==> config.mk <==
export PLATFORM = sky130hd
export DESIGN_NAME = cit_timing_ctrl
export DESIGN_NICKNAME = d
export VERILOG_FILES = /design/src/verilog/cit_pkg.sv /design/src/verilog/cit_byte_seq.sv /design/src/verilog/cit_timing_ctrl.sv
export SDC_FILE = /design/constraint.sdc
export NUM_CORES = 1
export LEC_CHECK = 0
export BUFFER_PORTS_ARGS = -buffer_cell sky130_fd_sc_hd__buf_2
export CORE_UTILIZATION = 33
export DETAILED_ROUTE_END_ITERATION = 10
export PLACE_DENSITY = 0.56
export RECOVER_POWER = 25
export SLEW_MARGIN = 0
export SYNTH_ARGS = -nofsm -noshare
export SYNTH_HDL_FRONTEND = slang
export SYNTH_SLANG_ARGS = --single-unit
==> constraint.sdc <==
create_clock -name REF_CLK -period 5.4 [get_ports REF_CLK]
set_clock_uncertainty 0.15 [all_clocks]
set_input_delay 1.08 -clock REF_CLK [delete_from_list [all_inputs] [get_ports REF_CLK]]
set_output_delay 1.08 -clock REF_CLK [all_outputs]
set_load 0.02 [all_outputs]
==> src/verilog/cit_pkg.sv <==
/*
 * Constants and types for the instruction cycle timing controller.
 * Assumes a single clock domain; counts are in system clock cycles.
 */
`default_nettype none

package cit_pkg;

    // ************************************************************
    // Widths
    // ************************************************************
    typedef logic [3:0] cit_cnt_t;
    typedef logic [1:0] cit_bytes_t;

    // ************************************************************
    // Cycle counts
    // ************************************************************
    localparam cit_cnt_t CIT_CYC_0   = 4'h0;
    localparam cit_cnt_t CIT_CYC_1   = 4'h1;
    localparam cit_cnt_t CIT_CYC_2   = 4'h2;
    localparam cit_cnt_t CIT_CYC_3   = 4'h3;
    localparam cit_cnt_t CIT_CYC_4   = 4'h4;
    localparam cit_cnt_t CIT_CYC_5   = 4'h5;
    localparam cit_cnt_t CIT_CYC_8   = 4'h8;
    localparam cit_cnt_t CIT_CYC_MAX = CIT_CYC_8;
    localparam cit_cnt_t CIT_TAKEN_PENALTY = 4'h1;

    // ************************************************************
    // Program byte counts
    // ************************************************************
    localparam cit_bytes_t CIT_BY_0 = 2'h0;
    localparam cit_bytes_t CIT_BY_1 = 2'h1;
    localparam cit_bytes_t CIT_BY_2 = 2'h2;
    localparam cit_bytes_t CIT_BY_3 = 2'h3;
    localparam cit_bytes_t CIT_BY_STEP = 2'h1;

    // ************************************************************
    // Decode result and states
    // ************************************************************
    typedef struct packed {
        cit_bytes_t bytes;
        cit_cnt_t   cycles;
        logic       cond;
    } cit_dec_s;

    typedef enum logic [1:0] {
        CIT_IDLE = 2'b01,
        CIT_EXEC = 2'b10
    } cit_state_e;

endpackage

`default_nettype wire

==> src/verilog/cit_byte_seq.sv <==
/*
 * Program byte fetch sequencer: one fetch strobe per program byte,
 * one byte per clock, starting in the first cycle of an instruction.
 * Assumes load comes from logic on the same clock.
 */
`default_nettype none

module cit_byte_seq
    import cit_pkg::*;
(
    // Clock and reset
    input  wire logic                clk,
    input  wire logic                rst_n,
    // Instruction start
    input  wire logic                load,
    input  wire cit_pkg::cit_bytes_t load_bytes,
    // Fetch strobes
    output var  logic                fetch,
    output var  cit_pkg::cit_bytes_t fetch_idx
);

    import cit_pkg::*;

    typedef struct packed {
        cit_bytes_t left;
        cit_bytes_t idx;
        logic       fetch;
    } cit_seq_s;

    cit_seq_s s_q;
    cit_seq_s s_d;

    // ************************************************************
    // Next state
    // ************************************************************
    always_comb begin
        s_d = s_q;
        s_d.fetch = 1'b0;
        if (load) begin
            s_d.fetch = 1'b1;
            s_d.idx   = CIT_BY_1;
            s_d.left  = load_bytes - CIT_BY_STEP;
        end else if (s_q.left != CIT_BY_0) begin
            s_d.fetch = 1'b1;
            s_d.idx   = s_q.idx + CIT_BY_STEP;
            s_d.left  = s_q.left - CIT_BY_STEP;
        end
    end

    // ************************************************************
    // State register
    // ************************************************************
    always_ff @(posedge clk or negedge rst_n) begin
        if (!rst_n) begin
            s_q <= '{CIT_BY_0, CIT_BY_0, 1'b0};
        end else begin
            s_q <= s_d;
        end
    end

    assign fetch     = s_q.fetch;
    assign fetch_idx = s_q.idx;

endmodule

`default_nettype wire

==> src/verilog/cit_timing_ctrl.sv <==
/*
 * Instruction cycle timing controller: decodes an opcode into its
 * program byte count and execution length, then holds the core busy
 * for exactly that many clocks, one program byte fetched per clock.
 * Assumes fetch presents opcode and branch outcome on the same clock.
 */
// Summary of operation
// - Durations count system clocks, no machine cycles
// - Most instructions: cycles equal program bytes
// - Untaken conditional branch ends one cycle sooner
// - Arithmetic with working register: 1 byte, 1 cycle
// - Arithmetic direct or immediate: 2 bytes, 2 cycles
// - Arithmetic indirect RAM: 1 byte, 2 cycles
// - Logical with working register: 1 byte, 1 cycle
// - Logical indirect RAM into accumulator: 2 cycles
// - Logical accumulator into direct: 2 bytes, 2 cycles
// - Logical immediate into direct: 3 bytes, 3 cycles
// - Single-byte accumulator operations take 1 cycle
// - Working register to direct: 2 bytes, 2 cycles
// - Direct to direct move: 3 bytes, 3 cycles
// - Accumulator to indirect RAM: 1 byte, 2 cycles
// - Immediate to indirect RAM: 2 bytes, 2 cycles
// - Load data pointer immediate: 3 bytes, 3 cycles
// - Code memory read: 1 byte, 3 cycles
// - External data moves: 1 byte, 3 cycles
// - Push direct: 2 bytes, 2 cycles
// - Pop direct: 2 bytes, 2 cycles
// - Exchange working register: 1 byte, 1 cycle
// - Low nibble exchange: 1 byte, 2 cycles
// - No instruction exceeds eight cycles
// - Standard opcode encodings; only timing differs
// - Carry jumps: 2 untaken, 3 taken
`default_nettype none

module cit_timing_ctrl
    import cit_pkg::*;
(
    // Clock and reset
    input  wire logic                REF_CLK,
    input  wire logic                RST_N,
    // Instruction from fetch
    input  wire logic                OPC_VALID,
    input  wire logic [7:0]          OPC,
    input  wire logic                COND_TAKEN,
    output var  logic                OPC_READY,
    // Execution status
    output var  logic                BUSY,
    output var  logic                DONE,
    output var  cit_pkg::cit_cnt_t   CYCLE_TOTAL,
    output var  cit_pkg::cit_cnt_t   CYCLE_NUM,
    output var  cit_pkg::cit_bytes_t BYTE_COUNT,
    output var  logic                BRANCH_TAKEN,
    // Program byte fetch
    output var  logic                PROG_FETCH,
    output var  cit_pkg::cit_bytes_t FETCH_INDEX
);

    import cit_pkg::*;

    typedef struct packed {
        cit_state_e state;
        cit_cnt_t   remain;
        cit_cnt_t   num;
        cit_cnt_t   total;
        cit_bytes_t bytes;
        logic       taken;
        logic       busy;
        logic       done;
        logic       ready;
    } cit_ctrl_s;

    localparam cit_ctrl_s CIT_RESET = '{
        state  : CIT_IDLE,
        remain : CIT_CYC_0,
        num    : CIT_CYC_0,
        total  : CIT_CYC_0,
        bytes  : CIT_BY_0,
        taken  : 1'b0,
        busy   : 1'b0,
        done   : 1'b0,
        ready  : 1'b1
    };

    cit_ctrl_s  s_q;
    cit_ctrl_s  s_d;
    cit_dec_s   dec;
    cit_cnt_t   total_raw;
    cit_cnt_t   total;
    logic       taken;
    logic       accept;

    // ************************************************************
    // Opcode decode
    // ************************************************************
    always_comb begin
        dec = '{CIT_BY_1, CIT_CYC_1, 1'b0};
        casez (OPC)
            // Arithmetic on working register
            8'b0010_1???, 8'b0011_1???, 8'b1001_1???:
                dec = '{CIT_BY_1, CIT_CYC_1, 1'b0};
            // Arithmetic on direct byte or immediate
            8'h24, 8'h25, 8'h34, 8'h35, 8'h94, 8'h95:
                dec = '{CIT_BY_2, CIT_CYC_2, 1'b0};
            // Arithmetic on indirect RAM
            8'b0010_011?, 8'b0011_011?, 8'b1001_011?:
                dec = '{CIT_BY_1, CIT_CYC_2, 1'b0};
            // Increment and decrement
            8'h04, 8'h14, 8'b0000_1???, 8'b0001_1???, 8'hA3, 8'hD4:
                dec = '{CIT_BY_1, CIT_CYC_1, 1'b0};
            8'h05, 8'h15:
                dec = '{CIT_BY_2, CIT_CYC_2, 1'b0};
            8'b0000_011?, 8'b0001_011?:
                dec = '{CIT_BY_1, CIT_CYC_2, 1'b0};
            // Multiply and divide
            8'hA4:
                dec = '{CIT_BY_1, CIT_CYC_4, 1'b0};
            8'h84:
                dec = '{CIT_BY_1, CIT_CYC_8, 1'b0};
            // Logical with working register
            8'b0100_1???, 8'b0101_1???, 8'b0110_1???:
                dec = '{CIT_BY_1, CIT_CYC_1, 1'b0};
            // Logical with indirect RAM
            8'b0100_011?, 8'b0101_011?, 8'b0110_011?:
                dec = '{CIT_BY_1, CIT_CYC_2, 1'b0};
            // Logical direct or immediate into accumulator
            8'h44, 8'h45, 8'h54, 8'h55, 8'h64, 8'h65:
                dec = '{CIT_BY_2, CIT_CYC_2, 1'b0};
            // Logical accumulator into direct byte
            8'h42, 8'h52, 8'h62:
                dec = '{CIT_BY_2, CIT_CYC_2, 1'b0};
            // Logical immediate into direct byte
            8'h43, 8'h53, 8'h63:
                dec = '{CIT_BY_3, CIT_CYC_3, 1'b0};
            // Single-byte accumulator operations
            8'hE4, 8'hF4, 8'h23, 8'h33, 8'h03, 8'h13, 8'hC4:
                dec = '{CIT_BY_1, CIT_CYC_1, 1'b0};
            // Moves between accumulator and working register
            8'b1110_1???, 8'b1111_1???:
                dec = '{CIT_BY_1, CIT_CYC_1, 1'b0};
            // Two-byte moves, then one-byte indirect forms taking 2 cycles
            8'hE5, 8'h74, 8'b1010_1???, 8'b0111_1???, 8'hF5,
            8'b1000_011?, 8'b1010_011?:
                dec = '{CIT_BY_2, CIT_CYC_2, 1'b0};
            8'b1110_011?, 8'b1100_011?:
                dec = '{CIT_BY_1, CIT_CYC_2, 1'b0};
            // Working register to direct byte
            8'b1000_1???:
                dec = '{CIT_BY_2, CIT_CYC_2, 1'b0};
            // Direct to direct, immediate to direct
            8'h85:
                dec = '{CIT_BY_3, CIT_CYC_3, 1'b0};
            8'h75:
                dec = '{CIT_BY_3, CIT_CYC_3, 1'b0};
            // Accumulator to indirect RAM
            8'b1111_011?:
                dec = '{CIT_BY_1, CIT_CYC_2, 1'b0};
            // Immediate to indirect RAM
            8'b0111_011?:
                dec = '{CIT_BY_2, CIT_CYC_2, 1'b0};
            // Load data_pointer_16
            8'h90:
                dec = '{CIT_BY_3, CIT_CYC_3, 1'b0};
            // code_memory_read via data pointer or program counter
            8'h93, 8'h83:
                dec = '{CIT_BY_1, CIT_CYC_3, 1'b0};
            // external_data_move, both widths, both directions
            8'hE0, 8'hF0, 8'b1110_001?, 8'b1111_001?:
                dec = '{CIT_BY_1, CIT_CYC_3, 1'b0};
            // Stack push and pop
            8'hC0:
                dec = '{CIT_BY_2, CIT_CYC_2, 1'b0};
            8'hD0:
                dec = '{CIT_BY_2, CIT_CYC_2, 1'b0};
            // Exchanges
            8'b1100_1???:
                dec = '{CIT_BY_1, CIT_CYC_1, 1'b0};
            8'hC5:
                dec = '{CIT_BY_2, CIT_CYC_2, 1'b0};
            8'b1101_011?:
                dec = '{CIT_BY_1, CIT_CYC_2, 1'b0};
            // Carry and bit operations
            8'hC3, 8'hD3, 8'hB3:
                dec = '{CIT_BY_1, CIT_CYC_1, 1'b0};
            8'hC2, 8'hD2, 8'hB2, 8'h82, 8'hB0, 8'h72, 8'hA0, 8'hA2, 8'h92:
                dec = '{CIT_BY_2, CIT_CYC_2, 1'b0};
            // Conditional jumps on carry, zero, register count
            8'h40, 8'h50:
                dec = '{CIT_BY_2, CIT_CYC_2, 1'b1};
            8'h60, 8'h70, 8'b1101_1???:
                dec = '{CIT_BY_2, CIT_CYC_2, 1'b1};
            // Conditional jumps on bit, compare, direct count
            8'h10, 8'h20, 8'h30, 8'hB4, 8'b1011_1???, 8'hD5:
                dec = '{CIT_BY_3, CIT_CYC_3, 1'b1};
            8'hB5, 8'b1011_011?:
                dec = '{CIT_BY_3, CIT_CYC_4, 1'b1};
            // Unconditional branches, calls, returns
            8'b???0_0001, 8'b???1_0001, 8'h80:
                dec = '{CIT_BY_2, CIT_CYC_3, 1'b0};
            8'h02, 8'h12:
                dec = '{CIT_BY_3, CIT_CYC_4, 1'b0};
            8'h22, 8'h32:
                dec = '{CIT_BY_1, CIT_CYC_5, 1'b0};
            8'h73:
                dec = '{CIT_BY_1, CIT_CYC_3, 1'b0};
            // No operation, including the spare opcode
            8'h00, 8'hA5:
                dec = '{CIT_BY_1, CIT_CYC_1, 1'b0};
            default:
                dec = '{CIT_BY_1, CIT_CYC_1, 1'b0};
        endcase
    end

    // ************************************************************
    // Instruction length
    // ************************************************************
    assign taken     = dec.cond & COND_TAKEN;
    // Taken branch costs one clock more
    assign total_raw = dec.cycles + (taken ? CIT_TAKEN_PENALTY : CIT_CYC_0);
    // Clamp to the longest instruction
    assign total     = (total_raw > CIT_CYC_MAX) ? CIT_CYC_MAX : total_raw;
    assign accept    = s_q.ready & OPC_VALID;

    // ************************************************************
    // Cycle sequencer
    // ************************************************************
    always_comb begin
        s_d = s_q;
        s_d.done = 1'b0;
        if (accept) begin
            // First clock of the instruction
            s_d.state  = CIT_EXEC;
            s_d.remain = total;
            s_d.num    = CIT_CYC_1;
            s_d.total  = total;
            s_d.bytes  = dec.bytes;
            s_d.taken  = taken;
            s_d.busy   = 1'b1;
            s_d.done   = (total == CIT_CYC_1);
            s_d.ready  = (total == CIT_CYC_1);
        end else begin
            unique case (s_q.state)
                CIT_IDLE: begin
                    s_d.busy  = 1'b0;
                    s_d.ready = 1'b1;
                    s_d.num   = CIT_CYC_0;
                end
                CIT_EXEC: begin
                    if (s_q.remain > CIT_CYC_1) begin
                        // One system clock per step
                        s_d.remain = s_q.remain - CIT_CYC_1;
                        s_d.num    = s_q.num + CIT_CYC_1;
                        s_d.done   = (s_q.remain == CIT_CYC_2);
                        s_d.ready  = (s_q.remain == CIT_CYC_2);
                    end else begin
                        s_d.state  = CIT_IDLE;
                        s_d.remain = CIT_CYC_0;
                        s_d.num    = CIT_CYC_0;
                        s_d.busy   = 1'b0;
                        s_d.ready  = 1'b1;
                    end
                end
                // Illegal state code: recover to idle
                default: begin
                    s_d = CIT_RESET;
                end
            endcase
        end
    end

    // ************************************************************
    // State register
    // ************************************************************
    always_ff @(posedge REF_CLK or negedge RST_N) begin
        if (!RST_N) begin
            s_q <= CIT_RESET;
        end else begin
            s_q <= s_d;
        end
    end

    // ************************************************************
    // Program byte fetch, one byte per clock
    // ************************************************************
    cit_byte_seq i_cit_byte_seq (
        .clk        (REF_CLK),
        .rst_n      (RST_N),
        .load       (accept),
        .load_bytes (dec.bytes),
        .fetch      (PROG_FETCH),
        .fetch_idx  (FETCH_INDEX)
    );

    // ************************************************************
    // Outputs
    // ************************************************************
    assign OPC_READY    = s_q.ready;
    assign BUSY         = s_q.busy;
    assign DONE         = s_q.done;
    assign CYCLE_TOTAL  = s_q.total;
    assign CYCLE_NUM    = s_q.num;
    assign BYTE_COUNT   = s_q.bytes;
    assign BRANCH_TAKEN = s_q.taken;

endmodule

`default_nettype wire

==> results.json <==
{
  "status": "completed",
  "required_ns": 5.46,
  "finalCritPeriodShare": 0.684,
  "start_kind": "primary input",
  "rsz0062_at_grt": "false",
  "ant_nets": 0,
  "synthMuxAreaShare": 0.00952,
  "cts_root_buffer": "clkbuf_8",
  "ios": 29,
  "fin_nets": 279,
  "drc_errors": 0,
  "ys_types": 56,
  "drt-total-wl_um": 4740,
  "register_area_um2": 628,
  "yosys.area_share.simple": 0.343,
  "power_density_nw_per_um2": 353,
  "synth-seq-cells": 25,
  "grt_pass1_vias": 1619,
  "cts_sinks": 25,
  "dieArea_um2": 6690,
  "port_buffers": 28,
  "place_congestion": 0.844,
  "critPathArrivalTime_ns": 3.76,
  "wl_met2_um": 2060,
  "critPathKind": "in -> reg",
  "synth_flop_cell": "dfrtp_1",
  "min_path_type": "reg -> reg",
  "power.leakage_uw": 0.000970,
  "clk-insertion-delay-late_ns": 0.27,
  "coreArea_um2": 6030,
  "syn_nets": 275,
  "die_w_um": 81.8,
  "drt_iter0_markers": 93,
  "drive_above_1_share": 0.136,
  "diodes": 0,
  "cts_max_level": 1,
  "multi_input_area_um2": 1260,
  "regToRegSetupSlack_ns": 3.05,
  "fmax_mhz": 271,
  "post_cts_buffers": 0,
  "numCtsBuffers": 3,
  "cts_tree": "done",
  "hold_viol": 0,
  "std_cell_rows": 28,
  "report.final.setup_viol": 0,
  "dr.pass1.iters": 4,
  "ir_worst_vdd_mv": 0.218,
  "ctsHoldBuffers": 0,
  "initial_core_util": 0.349,
  "wirelength_met1_um": 2420,
  "slew_viol_final": 0,
  "die_y_um": 81.8,
  "nFillCells": 625,
  "antenna_found_initial": 0,
  "grt_pass1_wl_um": 7760,
  "synth_compound_area_frac": 0.186,
  "top_layer_used": "met4",
  "place_area_um2": 2150,
  "clk_pin_slew_ns": 0.08,
  "area_growth_pct": 4.23,
  "slew_headroom": 0.0994,
  "ys_seq_area_frac": 0.299,
  "critPathMaxFanout": 25,
  "grt_usage": 0.148,
  "syn_area_um2": 2100,
  "route.detailed.wl_per_inst_um": 14.2,
  "syn_inst": 255,
  "synth_top_family_by_area": "simple AND/OR/NAND/NOR gates",
  "num_vias": 1855,
  "yosysWarnings": 0,
  "timing.setup.tns_ns": 0,
  "grt_max_degree": 26,
  "yosys.area_share.xor_xnor": 0.0125,
  "cap_violations": 0,
  "fin_crit_ns": 3.69,
  "synth-edff-count": 0,
  "tightestPinTransition_ns": 1.35,
  "cts.path.max_buffers": 2,
  "design_area_um2": 2190,
  "vias_per_cell": 5.57,
  "synth_area_per_cell_um2": 8.24,
  "endpoint_kind": "flop",
  "synth_fa_ha_area_frac": 0.0476,
  "hpwl_um": 3410,
  "post_cts_resized": 0,
  "grt-ovfl-total": 0,
  "dr_wl_met3_um": 145,
  "async_flop_share": 1.00
}
==> through the flow <==
stage / hold slack, ns / util / instances / setup WS (ns) / total power (uW)
finish: 0.329 / 0.364 / 333 / 1.71 / 774
detailed placement: 0.317 / 0.356 / 329 / 1.54 / 668
global placement: 0.305 / 0.356 / 329 / 1.48 / 669
floorplan: 0.297 / - / 255 / 1.90 / 602
global route: 0.357 / 0.364 / 333 / 1.50 / 844
CTS: 0.338 / 0.364 / 333 / 1.77 / 783
==> registers in the layout, summed over array words and instances (netlist names) <==
register / flops
i_cit_byte_seq.fetch_idx: 2
CYCLE_NUM: 4
i_cit_byte_seq.fetch: 1
BUSY: 1
DONE: 1
OPC_READY: 1
BRANCH_TAKEN: 1
s_q: 6
i_cit_byte_seq.s_q: 2
BYTE_COUNT: 2
CYCLE_TOTAL: 4
==> worst max-delay path: stages <==
cell	delay, ns
buf_2	0.35
nand2_1	0.12
and3_1	0.19
a211oi_1	0.29
o31ai_1	0.16
nor3_1	0.27
nand3_1	0.11
ha_1	0.19
ha_1	0.30
nor4b_1	0.50
a211oi_1	0.10
nand2_1	0.09
==> logic make-up (layout without fill, tap and decap cells) <==
family | after synthesis | after routing
mux | 2 | 2
flops | 25 | 25
compound gates | 57 | 57
buf+inv | 36 | 39
fa+ha+maj | 8 | 8
simple gates | 124 | 124
xor+xnor | 3 | 3
==> cell usage in the layout, fill, tap and decap left out, types with 3 or more instances in the layout <==
master    synthesis  routed
nand2_1          27      27
buf_2             7      27
nor2_1           26      26
dfrtp_1          23      23
a21oi_1          11      11
nor2b_1           9       9
o21ai_0           9       9
a211oi_1          8       8
ha_1              8       8
nor3b_1           7       7
inv_1             6       6
nor3_1            6       6
nand3_1           5       5
nand3b_1          4       4
o21ai_1           4       4
nand4_1           4       4
a32o_1            4       4
and3b_1           4       4
and4b_1           3       3
nor4b_1           3       3
nor4bb_1          3       3
and3_1            3       3
a31oi_1           3       3
a21o_1            3       3
or3_1             3       3
clkbuf_8          0       3
==> path summary, 6_finish.rpt <==
kind	from	end	cells after the start
setup / recovery	OPC[5]	OPC_READY$_DFF_PN1_	12
hold / removal	BUSY$_DFFE_PN0P_	BUSY$_DFFE_PN0P_	2
setup reg to reg	OPC_READY$_DFF_PN1_	OPC_READY$_DFF_PN1_	6
hold reg to reg	BUSY$_DFFE_PN0P_	BUSY$_DFFE_PN0P_	2
max in group asynchronous	RST_N	BRANCH_TAKEN$_DFFE_PN0P_	1
min in group asynchronous	RST_N	DONE$_DFF_PN0_	1
==> routing by layer <==
metal  vias to the layer above  global-route usage
li1                        930                   -
met1                       871               0.213
met2                        45               0.219
met3                         9              0.0189
met4                         0              0.0632
met5                         -                   0
==> power by group <==
group	leakage, uW	total, uW	internal [uW]	switching [uW]
registers	0.000320	303	255	47.9
clock network	0.0000228	110	52.8	57.7
logic	0.000628	360	130	230
total	0.000970	774	438	335
==> synthesized netlist by cell type (5+ instances only) <==
master	number	area share
buf_2	7	0.017
dfrtp_1	23	0.27
nand3_1	5	0.012
nor2b_1	9	0.027
a211oi_1	8	0.029
nor3b_1	7	0.025
buf_4	17	0.061
nor2_1	26	0.046
ha_1	8	0.048
a21oi_1	11	0.026
inv_1	6	0.011
nand2_1	27	0.048
o21ai_0	9	0.021
nor3_1	6	0.014
==> final cells by class <==
type / count / area share
repair buffers: 28 / 0.0634
clock buffers: 4 / 0.0206
inverters: 7 / 0.0120
well taps: 75 / 0.0428
multi-input cells: 194 / 0.575
flip-flops and latches: 25 / 0.287
(Power assumes the default switching activity.)
